**src/core/tdc_defs.svh**
```systemverilog
`ifndef TDC_DEFS_SVH
`define TDC_DEFS_SVH
// register byte offsets
`define TDC_OFF_CTRL      8'h00
`define TDC_OFF_STATUS    8'h04
`define TDC_OFF_MASK      8'h08
`define TDC_OFF_PENDING   8'h0C
`define TDC_OFF_INSTR     8'h10
`define TDC_OFF_VECTOR    8'h14
`define TDC_OFF_CPUREG    8'h18
`define TDC_OFF_SHADOW    8'h1C
`define TDC_OFF_STACK     8'h20
// ctrl fields
`define TDC_CTRL_GDIS     0
`define TDC_CTRL_HOLDHALT 1
`define TDC_CTRL_ONCHIP   2
`define TDC_CTRL_PIPEBUSY 3
`define TDC_CTRL_RPT      4
`define TDC_CTRL_WAIT     5
`define TDC_CTRL_VECTOR_PAGE_POINTER_LO  8
// instruction codes written to the instr register
`define TDC_OP_NONE       4'h0
`define TDC_OP_SWVEC      4'h1
`define TDC_OP_NMI        4'h2
`define TDC_OP_TRAP       4'h3
`define TDC_OP_IRQ_RETURN_ENABLE       4'h4
`define TDC_OP_IRQ_RETURN_KEEP_DISABLED       4'h5
`define TDC_OP_RET        4'h6
`define TDC_OP_CLRI       4'h7
`define TDC_OP_SETI       4'h8
`define TDC_OP_SST0       4'h9
`define TDC_OP_CALL       4'hA
// vectors and timing
`define TDC_VEC_TRAP      6'h22
`define TDC_VEC_NMI       6'h24
`define TDC_SYNC_CYC      3
`define TDC_RECOG_CYC     1
`define TDC_FLUSH_CYC     4
`define TDC_STACK_DEPTH   8
`define TDC_NUM_IRQ       16
`define TDC_NUM_KEYREG    11
`define TDC_RST_CTRL      32'h0000_0003
`endif

```
**src/core/tdc_pkg.sv**
```systemverilog
`default_nettype none
package tdc_pkg;
	typedef enum logic [1:0] {TDC_IDLE, TDC_JAM, TDC_FLUSH, TDC_ACK} tdc_state_type;
	typedef struct packed {
		logic [5:0]  vec;
		logic        save_ctx;
		logic        is_ext;
	} tdc_trap_type;
endpackage
`default_nettype wire

```
**src/core/tdc_trap_dispatch.sv**
```systemverilog
// The AXI4-Lite register port and the address map were chosen for this implementation.
`timescale 1ns/1ps
`default_nettype none
`include "tdc_defs.svh"
module tdc_trap_dispatch
	import tdc_pkg::*;
(
	// clock and reset
	input  wire logic        aclk,
	input  wire logic        aresetn,
	// pins
	input  wire logic        hard_restart_in,
	input  wire logic        nmi_pin_n,
	input  wire logic [15:0] irq_pins,
	input  wire logic [15:0] serial_active,
	input  wire logic        bus_hold_grant,
	output logic             irq_ack_out,
	output logic [4:0]       ack_addr,
	output logic [15:0]      pc_out,
	// axi4-lite slave
	input  wire logic [7:0]  s_axi_awaddr,
	input  wire logic        s_axi_awvalid,
	output logic             s_axi_awready,
	input  wire logic [31:0] s_axi_wdata,
	input  wire logic [3:0]  s_axi_wstrb,
	input  wire logic        s_axi_wvalid,
	output logic             s_axi_wready,
	output logic [1:0]       s_axi_bresp,
	output logic             s_axi_bvalid,
	input  wire logic        s_axi_bready,
	input  wire logic [7:0]  s_axi_araddr,
	input  wire logic        s_axi_arvalid,
	output logic             s_axi_arready,
	output logic [31:0]      s_axi_rdata,
	output logic [1:0]       s_axi_rresp,
	output logic             s_axi_rvalid,
	input  wire logic        s_axi_rready
);
	logic [31:0]       ctrl;
	logic [15:0]       irq_mask_reg;
	logic [15:0]       irq_pending_reg;
	logic [15:0]       cpu_regs [`TDC_NUM_KEYREG];
	logic [15:0]       shadow_regs [`TDC_NUM_KEYREG];
	logic [15:0]       ret_stack [`TDC_STACK_DEPTH];
	logic [3:0]        sp;
	logic [15:0]       sst_value;
	logic [3:0]        reg_sel;
	logic [15:0]       s1;
	logic [15:0]       s2;
	logic [15:0]       s3;
	logic [15:0]       pin_prev;
	logic              n1;
	logic              n2;
	logic              n3;
	logic              nmi_prev;
	logic              nmi_req;
	logic              hr1;
	logic              hr2;
	logic              hb1;
	logic              hb2;
	logic [1:0]        shield;
	tdc_state_type     state;
	logic [2:0]        cnt;
	tdc_trap_type      cur;
	logic [4:0]        cur_num;
	logic              aw_got;
	logic              w_got;
	logic [7:0]        aw_addr;
	logic [31:0]       w_data;
	logic              wr_fire;
	logic [3:0]        op;
	logic [4:0]        op_arg;
	logic              gdis;
	logic              blocked;
	logic              hold_blocks;
	logic              pick_ok;
	logic [3:0]        pick_num;
	logic [15:0]       enabled;

	assign gdis = ctrl[`TDC_CTRL_GDIS];
	assign wr_fire = aw_got && w_got && !s_axi_bvalid;
	assign op = (wr_fire && aw_addr == `TDC_OFF_INSTR) ? w_data[3:0] : `TDC_OP_NONE;
	assign op_arg = w_data[8:4];
	assign hold_blocks = hb2
		&& !(!ctrl[`TDC_CTRL_HOLDHALT] && ctrl[`TDC_CTRL_ONCHIP]);
	assign blocked = ctrl[`TDC_CTRL_PIPEBUSY] || ctrl[`TDC_CTRL_RPT]
		|| hold_blocks || shield != 2'd0 || state != TDC_IDLE;
	assign enabled = irq_pending_reg & irq_mask_reg & {16{!gdis}};

	always_comb
	begin
		pick_ok = 1'b0;
		pick_num = 4'h0;
		for (int i = `TDC_NUM_IRQ - 1; i >= 0; i--)
		begin
			if (enabled[i])
			begin
				pick_ok = 1'b1;
				pick_num = 4'(i);
			end
		end
	end

	// input synchronisers; third stage gives the 3-cycle sync of the latency budget
	always_ff @(posedge aclk)
	begin
		if (!aresetn)
		begin
			s1 <= 16'h0000;
			s2 <= 16'h0000;
			s3 <= 16'h0000;
			n1 <= 1'b1;
			n2 <= 1'b1;
			n3 <= 1'b1;
			hr1 <= 1'b1;
			hr2 <= 1'b1;
			hb1 <= 1'b0;
			hb2 <= 1'b0;
		end
		else
		begin
			s1 <= irq_pins;
			s2 <= s1;
			s3 <= s2;
			n1 <= nmi_pin_n;
			n2 <= n1;
			n3 <= n2;
			hr1 <= hard_restart_in;
			hr2 <= hr1;
			hb1 <= bus_hold_grant;
			hb2 <= hb1;
		end
	end

	// pending flags: set wins over clear; number n owns flag n-1
	always_ff @(posedge aclk)
	begin
		if (!aresetn || !hr2)
		begin
			irq_pending_reg <= 16'h0000;
			pin_prev <= 16'h0000;
		end
		else
		begin
			pin_prev <= s3;
			irq_pending_reg <= (irq_pending_reg
				& ~((wr_fire && aw_addr == `TDC_OFF_PENDING) ? w_data[15:0] : 16'h0000)
				& ~((state == TDC_ACK && cur.is_ext)
					? (16'h0001 << (cur_num - 5'd1)) & ~serial_active : 16'h0000))
				| (s3 & ~pin_prev);
		end
	end

	// soft-reset request latch, held until dispatch
	always_ff @(posedge aclk)
	begin
		if (!aresetn || !hr2)
		begin
			nmi_req <= 1'b0;
			nmi_prev <= 1'b1;
		end
		else
		begin
			nmi_prev <= n3;
			if (!n3 && nmi_prev)
				nmi_req <= 1'b1;
			else if (state == TDC_IDLE && !blocked && nmi_req)
				nmi_req <= 1'b0;
		end
	end

	// dispatch sequencer
	always_ff @(posedge aclk)
	begin
		if (!aresetn || !hr2)
		begin
			state <= TDC_IDLE;
			cnt <= 3'd0;
			cur <= '0;
			cur_num <= 5'd0;
		end
		else
		begin
			unique case (state)
				TDC_IDLE:
				begin
					if (op == `TDC_OP_NMI || (nmi_req && !blocked))
					begin
						cur <= '{vec: `TDC_VEC_NMI, save_ctx: 1'b0, is_ext: 1'b0};
						cur_num <= 5'h12;
						state <= TDC_JAM;
					end
					else if (op == `TDC_OP_TRAP)
					begin
						cur <= '{vec: `TDC_VEC_TRAP, save_ctx: 1'b0, is_ext: 1'b0};
						cur_num <= 5'h11;
						state <= TDC_JAM;
					end
					else if (op == `TDC_OP_SWVEC)
					begin
						cur <= '{vec: {op_arg, 1'b0}, save_ctx: 1'b1, is_ext: 1'b1};
						cur_num <= op_arg;
						state <= TDC_JAM;
					end
					else if (pick_ok && !blocked)
					begin
						// five bits so that flag 15 reaches number 16, not vector 0
						cur <= '{vec: {5'({1'b0, pick_num} + 5'd1), 1'b0}, save_ctx: 1'b1,
							is_ext: 1'b1};
						cur_num <= 5'({1'b0, pick_num} + 5'd1);
						state <= TDC_JAM;
					end
				end
				TDC_JAM:
				begin
					cnt <= 3'(`TDC_FLUSH_CYC - 2);
					state <= TDC_FLUSH;
				end
				TDC_FLUSH:
				begin
					if (ctrl[`TDC_CTRL_PIPEBUSY] || ctrl[`TDC_CTRL_WAIT])
						cnt <= cnt;
					else if (cnt == 3'd0)
						state <= TDC_ACK;
					else
						cnt <= cnt - 3'd1;
				end
				TDC_ACK:
				begin
					if (!ctrl[`TDC_CTRL_WAIT])
						state <= TDC_IDLE;
				end
			endcase
		end
	end

	// ctrl register, global disable handling
	always_ff @(posedge aclk)
	begin
		if (!aresetn || !hr2)
			ctrl <= `TDC_RST_CTRL;
		else
		begin
			if (wr_fire && aw_addr == `TDC_OFF_CTRL)
				ctrl <= w_data;
			if (op == `TDC_OP_SETI)
				ctrl[`TDC_CTRL_GDIS] <= 1'b1;
			if (op == `TDC_OP_CLRI || op == `TDC_OP_IRQ_RETURN_ENABLE)
				ctrl[`TDC_CTRL_GDIS] <= 1'b0;
			if (state == TDC_JAM)
				ctrl[`TDC_CTRL_GDIS] <= 1'b1;
		end
	end

	// one-instruction shield after disable set/clear
	always_ff @(posedge aclk)
	begin
		if (!aresetn)
			shield <= 2'd0;
		else if (op == `TDC_OP_SETI || op == `TDC_OP_CLRI)
			shield <= 2'd1;
		else if (shield != 2'd0 && op != `TDC_OP_NONE)
			shield <= shield - 2'd1;
	end

	// stack, key registers and shadows
	always_ff @(posedge aclk)
	begin
		if (!aresetn || !hr2)
		begin
			sp <= 4'd0;
			pc_out <= 16'h0000;
			sst_value <= 16'h0000;
			reg_sel <= 4'd0;
			for (int i = 0; i < `TDC_NUM_KEYREG; i++)
			begin
				cpu_regs[i] <= 16'h0000;
				shadow_regs[i] <= 16'h0000;
			end
			for (int i = 0; i < `TDC_STACK_DEPTH; i++)
				ret_stack[i] <= 16'h0000;
		end
		else
		begin
			if (wr_fire && aw_addr == `TDC_OFF_CPUREG)
			begin
				reg_sel <= w_data[19:16];
				if (w_data[19:16] < 4'(`TDC_NUM_KEYREG))
					cpu_regs[w_data[19:16]] <= w_data[15:0];
			end
			if (op == `TDC_OP_SST0)
				// this store retires the last shield step, so a waiting trap follows it
				sst_value <= {cpu_regs[6][15:1],
					gdis || state == TDC_JAM || (state == TDC_IDLE && pick_ok
					&& shield < 2'd2 && !ctrl[`TDC_CTRL_PIPEBUSY] && !ctrl[`TDC_CTRL_RPT]
					&& !hold_blocks)};
			if (op == `TDC_OP_CALL && sp != 4'(`TDC_STACK_DEPTH))
			begin
				ret_stack[sp[2:0]] <= w_data[31:16];
				sp <= sp + 4'd1;
			end
			if (state == TDC_JAM)
			begin
				if (sp != 4'(`TDC_STACK_DEPTH))
				begin
					ret_stack[sp[2:0]] <= pc_out;
					sp <= sp + 4'd1;
				end
				if (cur.save_ctx)
					for (int i = 0; i < `TDC_NUM_KEYREG; i++)
						shadow_regs[i] <= cpu_regs[i];
			end
			if (state == TDC_ACK && !ctrl[`TDC_CTRL_WAIT])
				// 2K-word pages: pointer sits above the 11-bit offset
				pc_out <= {ctrl[`TDC_CTRL_VECTOR_PAGE_POINTER_LO +: 5], 5'b00000, cur.vec};
			if ((op == `TDC_OP_IRQ_RETURN_ENABLE || op == `TDC_OP_IRQ_RETURN_KEEP_DISABLED || op == `TDC_OP_RET) && sp != 4'd0)
			begin
				pc_out <= ret_stack[sp[2:0] - 3'd1];
				sp <= sp - 4'd1;
			end
			if (op == `TDC_OP_IRQ_RETURN_ENABLE || op == `TDC_OP_IRQ_RETURN_KEEP_DISABLED)
				for (int i = 0; i < `TDC_NUM_KEYREG; i++)
					cpu_regs[i] <= (i == 6) ? {shadow_regs[i][15:1], cpu_regs[i][0]}
						: (i == 7) ? {shadow_regs[i][15:14], cpu_regs[i][13], shadow_regs[i][12:0]}
						: shadow_regs[i];
		end
	end

	// acknowledge pulse with number on address bits
	always_ff @(posedge aclk)
	begin
		if (!aresetn)
		begin
			irq_ack_out <= 1'b0;
			ack_addr <= 5'd0;
		end
		else
		begin
			irq_ack_out <= state == TDC_ACK && !ctrl[`TDC_CTRL_WAIT];
			if (state == TDC_ACK)
				ack_addr <= cur_num;
		end
	end

	// axi4-lite write channel
	always_ff @(posedge aclk)
	begin
		if (!aresetn)
		begin
			aw_got <= 1'b0;
			w_got <= 1'b0;
			aw_addr <= 8'h00;
			w_data <= 32'h0000_0000;
			s_axi_awready <= 1'b1;
			s_axi_wready <= 1'b1;
			s_axi_bvalid <= 1'b0;
			s_axi_bresp <= 2'b00;
		end
		else
		begin
			if (s_axi_awvalid && s_axi_awready)
			begin
				aw_got <= 1'b1;
				aw_addr <= s_axi_awaddr;
				s_axi_awready <= 1'b0;
			end
			if (s_axi_wvalid && s_axi_wready)
			begin
				w_got <= 1'b1;
				w_data <= s_axi_wdata;
				s_axi_wready <= 1'b0;
			end
			if (wr_fire)
			begin
				s_axi_bvalid <= 1'b1;
				s_axi_bresp <= (aw_addr[1:0] != 2'b00 || aw_addr > `TDC_OFF_STACK) ? 2'b10 : 2'b00;
			end
			if (s_axi_bvalid && s_axi_bready)
			begin
				s_axi_bvalid <= 1'b0;
				aw_got <= 1'b0;
				w_got <= 1'b0;
				s_axi_awready <= 1'b1;
				s_axi_wready <= 1'b1;
			end
		end
	end

	// axi4-lite read channel
	always_ff @(posedge aclk)
	begin
		if (!aresetn)
		begin
			s_axi_arready <= 1'b1;
			s_axi_rvalid <= 1'b0;
			s_axi_rdata <= 32'h0000_0000;
			s_axi_rresp <= 2'b00;
		end
		else if (s_axi_arvalid && s_axi_arready)
		begin
			s_axi_arready <= 1'b0;
			s_axi_rvalid <= 1'b1;
			s_axi_rresp <= 2'b00;
			unique case (s_axi_araddr)
				`TDC_OFF_CTRL:    s_axi_rdata <= ctrl;
				`TDC_OFF_STATUS:  s_axi_rdata <= {16'h0000, sst_value};
				`TDC_OFF_MASK:    s_axi_rdata <= {16'h0000, irq_mask_reg};
				`TDC_OFF_PENDING: s_axi_rdata <= {16'h0000, irq_pending_reg};
				`TDC_OFF_INSTR:   s_axi_rdata <= {22'h0, state, sp, shield, nmi_req, 1'b0};
				`TDC_OFF_VECTOR:  s_axi_rdata <= {16'h0000, pc_out};
				`TDC_OFF_CPUREG:  s_axi_rdata <= {12'h000, reg_sel,
					reg_sel < 4'(`TDC_NUM_KEYREG) ? cpu_regs[reg_sel] : 16'h0000};
				`TDC_OFF_SHADOW:  s_axi_rdata <= {12'h000, reg_sel,
					reg_sel < 4'(`TDC_NUM_KEYREG) ? shadow_regs[reg_sel] : 16'h0000};
				`TDC_OFF_STACK:   s_axi_rdata <= {16'h0000,
					sp != 4'd0 ? ret_stack[sp[2:0] - 3'd1] : 16'h0000};
				default:
				begin
					s_axi_rdata <= 32'h0000_0000;
					s_axi_rresp <= 2'b10;
				end
			endcase
		end
		else if (s_axi_rvalid && s_axi_rready)
		begin
			s_axi_rvalid <= 1'b0;
			s_axi_arready <= 1'b1;
		end
	end

	// mask register
	always_ff @(posedge aclk)
	begin
		if (!aresetn)
			irq_mask_reg <= 16'h0000;
		else if (wr_fire && aw_addr == `TDC_OFF_MASK)
			irq_mask_reg <= w_data[15:0];
	end
endmodule
`default_nettype wire

```
**config.mk**
```make
export PLATFORM = sky130hd
export DESIGN_NAME = tdc_trap_dispatch
export DESIGN_NICKNAME = d
export VERILOG_FILES = /design/src/core/tdc_pkg.sv /design/src/core/tdc_trap_dispatch.sv
export VERILOG_INCLUDE_DIRS = /design/src /design/src/core
export SDC_FILE = /design/constraint.sdc
export NUM_CORES = 1
export LEC_CHECK = 0
export BUFFER_PORTS_ARGS = -buffer_cell sky130_fd_sc_hd__buf_4
export CAP_MARGIN = 20
export CORE_AREA = 2 2 329 331
export DETAILED_ROUTE_END_ITERATION = 7
export DIE_AREA = 0 0 331 333
export PLACE_DENSITY = 0.48
export SLEW_MARGIN = 30
export SYNTH_ARGS = -nofsm -noshare
export SYNTH_HDL_FRONTEND = slang
export SYNTH_SLANG_ARGS = --single-unit
```
**constraint.sdc**
```tcl
create_clock -name aclk -period 8.9 [get_ports aclk]
set_clock_uncertainty 0.1 [all_clocks]
set_input_delay 1.335 -clock aclk [delete_from_list [all_inputs] [get_ports aclk]]
set_output_delay 1.335 -clock aclk [all_outputs]
set_load 0.05 [all_outputs]
```
==> impl_results.md, run 1 <==
- Wire per inst: 26.7 um
- Max reg flops: 256
- Area Overhead vs Synth: 16.4%
- Pins Over Slew Limit: 0
- Fin crit period: 4.15 ns
- DP Area: 0.0398 mm2
- PwrDens: 210 mW/mm2
- Final Core Density: 40.4%
- IR drop worst, VDD: 0.000154 V
- FF+latch count, synth: 841
- Crit end category: flop
- Worst path slowest cell: nand2b_2
- Post-DP HPWL: 77100 um
- Placed cells: 4373
- Initial drt markers: 2259
- Hold_buf cts: 0
- Clk slew on worst S/H paths: 0.06 ns
- Core Area: 0.107 mm2
- Critical path class: in -> reg
- Nets: 3173
- DRT antenna net count: 0
- Vias per inst: 5.58
- Multi-input gate area: 0.0139 mm2
- Maximum clock rate: 241 MHz
- Largest regs: cpu_regs (256), shadow_regs (176), ret_stack (128)
- Total Die Area: 0.110 mm2
- Total GRT Usage: 21.8%
- Die height: 333 um
- CTS tree: done
- GP Congestion: 0.885
- Slew of the pin with the lowest slew margin: 1.02 ns
- Critical Path AT: 4.33 ns
- Largest net degree at the start of global routing: 113
- I/O pins: 157
- Cell area after synthesis: 0.0370 mm2
- Total CTS buffers: 92
- Register area: 0.0225 mm2
- Crit path required time: 9.08 ns
- Min Hold Slack: 0.305 ns
- Sequential area share after synthesis: 60.7%
- Hold Crit Class: reg -> reg
- Synth cell types: 75
- EDFF count, synth: 560
- Initial Util: 34.7%
- Async SR Flop Fraction: 0%
- Vias in the first global route: 25300
- Vias: 25400
- Cell Chain, Critical Path: buf_4 > buf_4 > nand2_4 > nor2_1 > nand2_1 > nor3_4 > buf_4 > nand2b_2
- Clock Path Buffers: 3
- Max-Cap Viols: 0
- Core Rows: 120
- Worst setup SP type: primary input
- I/O Buffers: 150
- Leak: 0.0152 uW
- Final routed DRC violation total: 0
- Setup violators final: 0
- Worst path top cell family by delay: simple AND/OR/NAND/NOR gates
- Status: complete, no violations
- Post-Layout Cell Count: 4551
- Worst-Skew Late Latency: 0.67 ns
- Fin Setup TNS: 0 ns
- Grt ovf: 0
- Proportion of layout cells with a drive suffix above 1: 18.3%
- Avg Inst Size Synth: 12.7 um2
- Bufs and invs on worst path: 3
- Clk sink count: 841
- First-pass GRT wire length: 176000 um
- Filler cells: 10100
- Critical path's largest stage delay: 0.69 ns
- Cell area after layout: 0.0430 mm2
- Final Cycle Share: 46.6%
- Antenna violations before repair: 3
- Routed WL: 121000 um
- Die X: 331 um
- Postcts setup bufs: 0
- Post-CTS resize count: 0
- RSZ-0062 raised after global routing: no
- H-tree Lvls: 3
- Top FF cell, synth: edfxtp_1
- Most frequent CP cell: buf_4
- Detailed Routing Iterations Pass 1: 6
- Worst slew margin: 31.7%
- Syn. warnings: 0
- Fin. Hold Viols: 0
- Largest reg by FF count: cpu_regs
- Crit path max fanout: 75
- Root Buffer: clkbuf_16
- Synthesized instance count: 2923
synthesized netlist by cell type, drive strengths merged, types with 6 or more instances:
| cell type | number | share of area, % |
|---|---|---|
| nand2b | 17 | 0.29 |
| nor2b | 44 | 0.74 |
| o311ai | 7 | 0.17 |
| nand2 | 342 | 3.5 |
| a211oi | 51 | 1.0 |
| nand4 | 7 | 0.12 |
| dfxtp | 281 | 15 |
| a21boi | 72 | 1.5 |
| nor3 | 18 | 0.41 |
| inv | 32 | 0.32 |
| a21o | 9 | 0.18 |
| nand3b | 7 | 0.16 |
| mux2i | 62 | 1.7 |
| clkbuf | 164 | 1.7 |
| a221oi | 12 | 0.28 |
| edfxtp | 560 | 45 |
| a221o | 6 | 0.16 |
| a22o | 170 | 4.0 |
| mux4 | 139 | 8.5 |
| nand3 | 46 | 0.70 |
| o31ai | 8 | 0.16 |
| nor2 | 196 | 2.0 |
| nor4 | 7 | 0.18 |
| a222oi | 19 | 0.51 |
| ha | 11 | 0.37 |
| a22oi | 36 | 0.73 |
| and3 | 23 | 0.39 |
| mux2 | 16 | 0.49 |
| o21ai | 70 | 0.95 |
| a21oi | 108 | 1.5 |
| buf | 79 | 1.1 |
| nor3b | 14 | 0.28 |
| and2 | 225 | 3.8 |
cells in the final DEF (no fill, tap or decap), types with 97 or more instances in the layout:
cell type  instances
dfxtp_1          272
nor2_1           187
nand2_1          330
clkbuf_16         97
a21oi_1          108
and2_1           224
a22o_1           170
buf_4            205
edfxtp_1         560
mux4_2           139
metrics by stage:
stage,total power (uW),worst slack [ns]
after floorplan,4830,2.29
after global placement,5120,4.08
after detailed placement,5130,4.01
after CTS,9120,4.72
after global routing,9320,4.59
final,9040,4.75
worst reg2reg max path, delay by kind of cell (launching register included):
kind	cells	cell delay, ns
flops	1	0.33
simple gates	6	2.92
compound gates	1	0.35
metal layers:
layer	GRT usage, %	share of wire [%]	vias to the layer above
met3	3.79	6.6	213
met1	29.0	42	13000
met2	35.6	48	1048
met5	0	0.022	-
met4	8.00	3.8	4
li1	-	-	11100
power by group:
group          switching (uW)  internal [uW]
Combinational             420            205
Sequential               98.5           4330
Clock                    1660           2320
Total                    2180           6860
final timing paths:
path                from            endpoint  slack (ns)  cells past startpoint
max              aresetn      cpu_regs[0][1]        4.75                      8
min          pin_prev[4]  irq_pending_reg[4]        0.31                      1
max reg2reg   aw_addr[7]     ret_stack[3][7]        4.83                      7
min reg2reg  pin_prev[4]  irq_pending_reg[4]        0.31                      1
cell type report:
cell class / instances / share of cell area, %
Sequential cell: 841 / 52.2
Clock inverter: 46 / 1.17
Clock buffer: 127 / 6.13
Antenna cell: 1 / 0.00581
Timing Repair Buffer: 213 / 3.98
Multi-Input combinational cell: 1888 / 32.2
Inverter: 32 / 0.279
Tap cell: 1403 / 4.08
cells by family after synthesis:
logic type	Yosys count	share of synthesized area [%]
flip-flops	841	60.7
XOR/XNOR	6	0.162
other	1	0.0101
adder cells (fa/ha/maj)	11	0.372
AO/OA/AOI/OAI	602	11.9
multiplexers	217	10.6
buffers and inverters	275	3.08
AND/OR/NAND/NOR	970	13.2
Note: power is estimated with default switching activity, not from simulation.
==> run 2: changes to the inputs <==
--- a/config.mk
+++ b/config.mk
@@ -6,6 +6,7 @@
 export SDC_FILE = /design/constraint.sdc
 export NUM_CORES = 1
 export LEC_CHECK = 0
+export ABC_AREA = 1
 export BUFFER_PORTS_ARGS = -buffer_cell sky130_fd_sc_hd__buf_4
 export CAP_MARGIN = 20
 export CORE_AREA = 2 2 329 331
==> constraint.sdc (replaced) <==
create_clock -name aclk -period 4.25 [get_ports aclk]
set_clock_uncertainty 0.1 [all_clocks]
set_input_delay 0.6375 -clock aclk [delete_from_list [all_inputs] [get_ports aclk]]
set_output_delay 0.6375 -clock aclk [all_outputs]
set_load 0.05 [all_outputs]
==> impl_results.md, run 2 <==
- Status: complete, no violations
- Grt met3 use: 3.41% (-0.39 points)
- Grt ovf: 0 (unchanged)
- Pins Over Slew Limit: 0 (unchanged)
- Vias per inst: 5.23 (-6.3%)
- Final routed DRC violation total: 0 (unchanged)
- Routed WL: 127000 um (+4.6%)
- Post-DP HPWL: 85200 um (+10%)
- Critical path class: reg -> reg
- Cell Chain, Critical Path: nor3_4 > nand2_2 > nor2_4 > nand2_2 > o31ai_4 > nand2_2 > nor2_4 > inv_2 > nor2_8 > nand2_4 > nand2_1 > buf_12
- Most common cell after layout, fill and taps aside: o21ai_0
- Die height: 333 um (unchanged)
- Cell area after synthesis: 0.0371 mm2 (+0.43%)
- Synth area leaders: edfxtp_1 45%, dfxtp_1 15%, o21ai_0 8.4%, nor2_1 6.0%, nand3_1 4.0%
- Fin. Hold Viols: 0 (unchanged)
- Critical path's largest stage delay: 0.46 ns (-0.23 ns)
- First-pass GRT wire length: 188000 um (+6.7%)
- Clock Path Buffers: 3 (unchanged)
- Top Usage Layer GRT: met2
- Leak: 0.0167 uW (+9.7%)
- Clk sink count: 841 (unchanged)
- Largest net degree at the start of global routing: 149 (+32%)
- Synth cell types: 54 (-28%)
- Reg2reg end: ret_stack[4][14]
- Total CTS buffers: 94 (+2.2%)
- Die X: 331 um (unchanged)
- Fin crit period: 3.29 ns
- Setup violators final: 0 (unchanged)
- Most frequent cells after synthesis: 625 x o21ai_0, 597 x nor2_1, 560 x edfxtp_1, 381 x inv_1, 363 x nand2_1
- Max reg flops: 256 (unchanged)
- FF+latch count, synth: 841 (unchanged)
- Largest regs: cpu_regs (256), shadow_regs (176), ret_stack (128)
- Worst path slowest cell: o31ai_4
- RSZ-0062 raised after global routing: no
- Vias: 29700 (+17%)
- Hold_buf cts: 0 (unchanged)
- Critical Path Stages: 12 (+4)
- Proportion of layout cells with a drive suffix above 1: 11.0% (-7.2 points)
- Bufs and invs on worst path: 2 (-1)
- Worst slew margin: 30.5% (-1.2 points)
- Worst R2R Path Depth: 12 (+5)
- Clk slew on worst S/H paths: 0.06 ns (about the same)
- Worst Setup SP: s_axi_bvalid
- Async SR Flop Fraction: 0% (unchanged)
- Leading area contributor after synthesis: edfxtp_1
- Postcts setup bufs: 0 (unchanged)
- I/O pins: 157 (unchanged)
- I/O Buffers: 150 (unchanged)
- Top cell type's share of synthesized area: 45.3% (-0.19 points)
- Fin Setup TNS: 0 ns (unchanged)
- Most frequent CP cell: nand2_2
- PwrDens: 463 mW/mm2 (+120%)
- Vias in the first global route: 28200 (+11%)
- Area Overhead vs Synth: 17.0%
- Cell area after layout: 0.0435 mm2 (+1.0%)
- Final Core Density: 40.8% (+0.41 points)
- Final Cycle Share: 77.3%
- Maximum clock rate: 304 MHz
- Hold path cells: 3 (+2)
- Nets: 4293 (+35%)
- Syn. warnings: 0 (unchanged)
- Detailed Routing Iterations Pass 1: 6 (unchanged)
- Worst-Skew Late Latency: 0.68 ns (about the same)
- Sequential area share after synthesis: 60.4% (-0.26 points)
- Avg Inst Size Synth: 9.23 um2 (-27%)
- Slew of the pin with the lowest slew margin: 1.04 ns (+0.0204 ns)
- Synthesized instance count: 4023 (+38%)
- Root Buffer: clkbuf_16
- CTS tree: done
- Met2 GRT Util: 35.2% (-0.43 points)
- Initial drt markers: 2954 (+31%)
- R2R setup slack: 0.96 ns (-3.87 ns)
- Ant. Diodes: 0 (-1)
- Top FF cell, synth: edfxtp_1
- Largest reg by FF count: cpu_regs
- Crit path max fanout: 17 (-77%)
- Max-Cap Viols: 0 (unchanged)
- Worst Setup EP: ret_stack[4][14]
- Initial Util: 34.8% (+0.15 points)
- R2r startpoint: s_axi_bvalid
- Crit path required time: 4.54 ns (-4.54 ns)
- Total GRT Usage: 22.8% (+0.98 points)
- Antenna violations before repair: 1 (-2)
- Worst setup SP type: flop
- IR drop worst, VDD: 0.000355 V (+130%)
- Worst path top cell family by delay: simple AND/OR/NAND/NOR gates
- DRT antenna net count: 0 (unchanged)
- EDFF count, synth: 560 (unchanged)
- Crit end category: flop
- Met1 Usage GRT: 32.6% (+3.6 points)
- Post-CTS resize count: 0 (unchanged)
- Core Area: 0.107 mm2 (unchanged)
- Most frequent cells in the layout: 625 x o21ai_0, 594 x nor2_1, 560 x edfxtp_1
- DP Area: 0.0404 mm2 (+1.4%)
- Total Die Area: 0.110 mm2 (unchanged)
- Most frequent cell after synthesis: o21ai_0
- Hold Crit Class: in -> reg
- GP Congestion: 0.895 (+1.2%)
- Wire per inst: 22.4 um (-16%)
- Core Rows: 120 (unchanged)
- Critical Path AT: 3.57 ns (-0.76 ns)
- H-tree Lvls: 3 (unchanged)
## run 2: changes by cell type after synthesis, sizes merged, moves of 71 or more
cell / previous run / this run
a21oi: 108 / 273
o21ai: 70 / 659
inv: 32 / 392
a21boi: 72 / 1
a22o: 170 / 9
mux4: 139 / 0
nor2: 196 / 614
and2: 225 / 0
nand3: 46 / 300
o22ai: 5 / 100
## run 2: per-layer routing
layer,up-vias,wire length (um)
li1,14100,-
met5,-,0
met1,14300,57400
met2,1062,56800
met3,196,8230
met4,0,4470
## run 2: worst min path at each step
stage	start	slack [ns]	end
after floorplan	hb1	0.29	hb2
after global placement	hr1	0.30	hr2
after detailed placement	s1[2]	0.30	s2[2]
after CTS	bus_hold_grant	0.004	hb1
after global routing	irq_pins[15]	0.03	s1[15]
final	bus_hold_grant	0.04	hb1
## run 2: final cells by class
cell class | instances | area [um2]
Multi-Input combinational cell | 2587 | 12500
Clock inverter | 33 | 310
Clock buffer | 141 | 2810
Timing Repair Buffer | 269 | 2210
Sequential cell | 841 | 22500
Inverter | 395 | 1490
Tap cell | 1403 | 1760
Fill cell | 10700 | 63100
## run 2: tightest hold or removal path: stages
cell,delay [ns]
buf_4,0.08
nand2_1,0.04
inv_1,0.04
## run 2: logic make-up after synthesis
family | after synthesis | share of synthesized area [%]
buffers and inverters | 676 | 7.03
adder cells (fa/ha/maj) | 11 | 0.370
other | 1 | 0.0101
XOR/XNOR | 7 | 0.165
AND/OR/NAND/NOR | 1338 | 15.3
AO/OA/AOI/OAI | 1149 | 16.7
flip-flops | 841 | 60.4
## run 2: through the flow
step                power [uW]  instances  setup WS (ns)  hold WS [ns]
floorplan                10900       4104          0.664         0.290
global placement         12100       5494          0.932         0.297
detailed placement       12100       5494          0.944         0.296
CTS                      20300       5668          0.929       0.00440
global route             20900       5669          0.711        0.0343
finish                   20100       5669          0.963        0.0411
## run 2: where the power goes
part | total, uW | internal [uW] | switching, uW
combinational | 2510 | 626 | 1890
sequential | 9380 | 9160 | 220
clock | 8240 | 4760 | 3480
total | 20100 | 14500 | 5580
==> run 3: changes to the inputs <==
==> constraint.sdc (replaced) <==
create_clock -name aclk -period 3.1 [get_ports aclk]
set_clock_uncertainty 0.1 [all_clocks]
set_input_delay 0.465 -clock aclk [delete_from_list [all_inputs] [get_ports aclk]]
set_output_delay 0.465 -clock aclk [all_outputs]
set_load 0.05 [all_outputs]
==> impl_results.md, run 3 (synthesis results as in run 2) <==
- Status: complete, no violations
- Fin Setup TNS: 0 ns (unchanged)
- Maximum clock rate: 342 MHz (+12%)
- Most frequent cells in the layout: 625 x o21ai_0, 595 x nor2_1, 560 x edfxtp_1
- I/O pins: 157 (unchanged)
- Die height: 333 um (unchanged)
- Filler cells: 10500 (-1.7%)
- Post-Layout Cell Count: 5814 (+2.6%)
- Grt ovf: 0 (unchanged)
- Multi-input gate area: 0.0125 mm2 (about the same)
- Proportion of layout cells with a drive suffix above 1: 12.9% (+1.9 points)
- Post-place setup slack: 0.233 ns (-0.711 ns)
- Total Die Area: 0.110 mm2 (unchanged)
- Placed cells: 5580 (+1.6%)
- Fin crit period: 2.92 ns (-0.363 ns)
- Largest reg by FF count: cpu_regs
- Hold Crit Class: in -> reg
- Worst R2R Path Depth: 11 (-1)
- Largest net degree at the start of global routing: 127 (-15%)
- Leak: 0.0176 uW (+5.3%)
- Postcts setup bufs: 0 (unchanged)
- Core Area: 0.107 mm2 (unchanged)
- Final Cycle Share: 94.3% (+17 points)
- Max reg flops: 256 (unchanged)
- Worst slew margin: 33.9% (+3.4 points)
- Most common cell after layout, fill and taps aside: o21ai_0
- H-tree Lvls: 3 (unchanged)
- Worst setup SP type: flop
- DRT antenna net count: 0 (unchanged)
- Max-Cap Viols: 0 (unchanged)
- Initial Util: 34.8% (unchanged)
- Antenna violations before repair: 3 (+2)
- Critical path class: reg -> reg
- Post-DP HPWL: 88600 um (+4.0%)
- Worst-Skew Late Latency: 0.70 ns (+0.02 ns)
- Vias in the first global route: 29100 (+3.3%)
- Fin. Hold Viols: 0 (unchanged)
- I/O Buffers: 150 (unchanged)
- CTS tree: done
- Area Overhead vs Synth: 21.8%
- Wire per inst: 22.4 um (-0.17%)
- Clock Path Buffers: 3 (unchanged)
- Total CTS buffers: 96 (+2.1%)
- GP Congestion: 0.910 (+1.6%)
- Nets: 4432 (+3.2%)
- Vias per inst: 5.22 (-0.14%)
- Register area: 0.0225 mm2 (unchanged)
- Crit path max fanout: 23 (+6)
- First-pass GRT wire length: 192000 um (+2.1%)
- Total GRT Usage: 23.4% (+0.57 points)
- Vias: 30400 (+2.4%)
- DP Area: 0.0414 mm2 (+2.6%)
- Clk slew on worst S/H paths: 0.06 ns (about the same)
- Detailed Routing Iterations Pass 1: 5 (-1)
- Crit path required time: 3.55 ns (-0.99 ns)
- Core Rows: 120 (unchanged)
- IR drop worst, VDD: 0.000507 V (+43%)
- Critical Path AT: 3.38 ns (-0.19 ns)
- Final worst setup slack: 0.176 ns (-0.787 ns)
- Cell area after layout: 0.0452 mm2 (+4.1%)
- Pins Over Slew Limit: 0 (unchanged)
- Root Buffer: clkbuf_16
- Die X: 331 um (unchanged)
- Hold path cells: 3 (unchanged)
- Crit end category: flop
- Tot Pwr: 28400 uW (+41%)
- Clk sink count: 841 (unchanged)
- Routed WL: 130000 um (+2.4%)
- PwrDens: 628 mW/mm2 (+36%)
- Initial drt markers: 2773 (-6.1%)
- Setup violators final: 0 (unchanged)
- Slew of the pin with the lowest slew margin: 0.990 ns (-0.0512 ns)
- RSZ-0062 raised after global routing: no
- Final routed DRC violation total: 0 (unchanged)
- Largest regs: cpu_regs (256), shadow_regs (176), ret_stack (128)
==> run 3: layer usage <==
layer,up-vias,track usage [%],wire length (um)
met5,-,0,26
met4,4,9.60,5260
met3,232,4.97,9710
met2,1039,35.9,58200
met1,14700,31.9,56800
li1,14400,-,-
==> run 3: final timing paths <==
path         slack [ns]              to            start
min                0.04      w_data[17]  s_axi_wdata[17]
min reg2reg        0.30          s3[15]           s2[15]
max                0.18  s_axi_rdata[1]            sp[1]
max reg2reg        0.18  s_axi_rdata[1]            sp[1]
==> run 3: layout make-up <==
type	count	area share (%)
Sequential cell	841	49.6
Multi-Input combinational cell	2587	27.5
Timing Repair Buffer	406	8.38
Clock buffer	135	6.17
Tap cell	1403	3.88
Inverter	395	3.30
Clock inverter	46	1.12
Antenna cell	1	0.00553
==> run 3: metrics by stage <==
| stage | utilization (%) | hold WS, ns |
|---|---|---|
| after floorplan | - | 0.290 |
| after global placement | 38.9 | 0.294 |
| after detailed placement | 38.9 | 0.295 |
| after CTS | 42.4 | 0.00953 |
| after global routing | 42.4 | 0.0415 |
| final | 42.4 | 0.0372 |
==> run 3: timing repair <==
action | in CTS | in global routing
resized for setup | 0 | 0
hold buffers | 52 | 0
hold endpoints to repair | 54 | 0
==> run 3: power breakdown <==
part	switching [uW]	internal, uW
Sequential	291	12600
Combinational	2670	1120
Clock	4890	6910
Total	7850	20600
==> run 3: worst max-delay path, cell delays in order, from the launching register on <==
cell and delay [ns]:
dfxtp_1 0.44, inv_1 0.09, ha_1 0.29, buf_4 0.23
o21ai_0 0.11, o22ai_1 0.10, o21ai_0 0.63, nor2_1 0.09
nand2_1 0.10, nand4_1 0.21, o31ai_1 0.29, a21oi_1 0.10
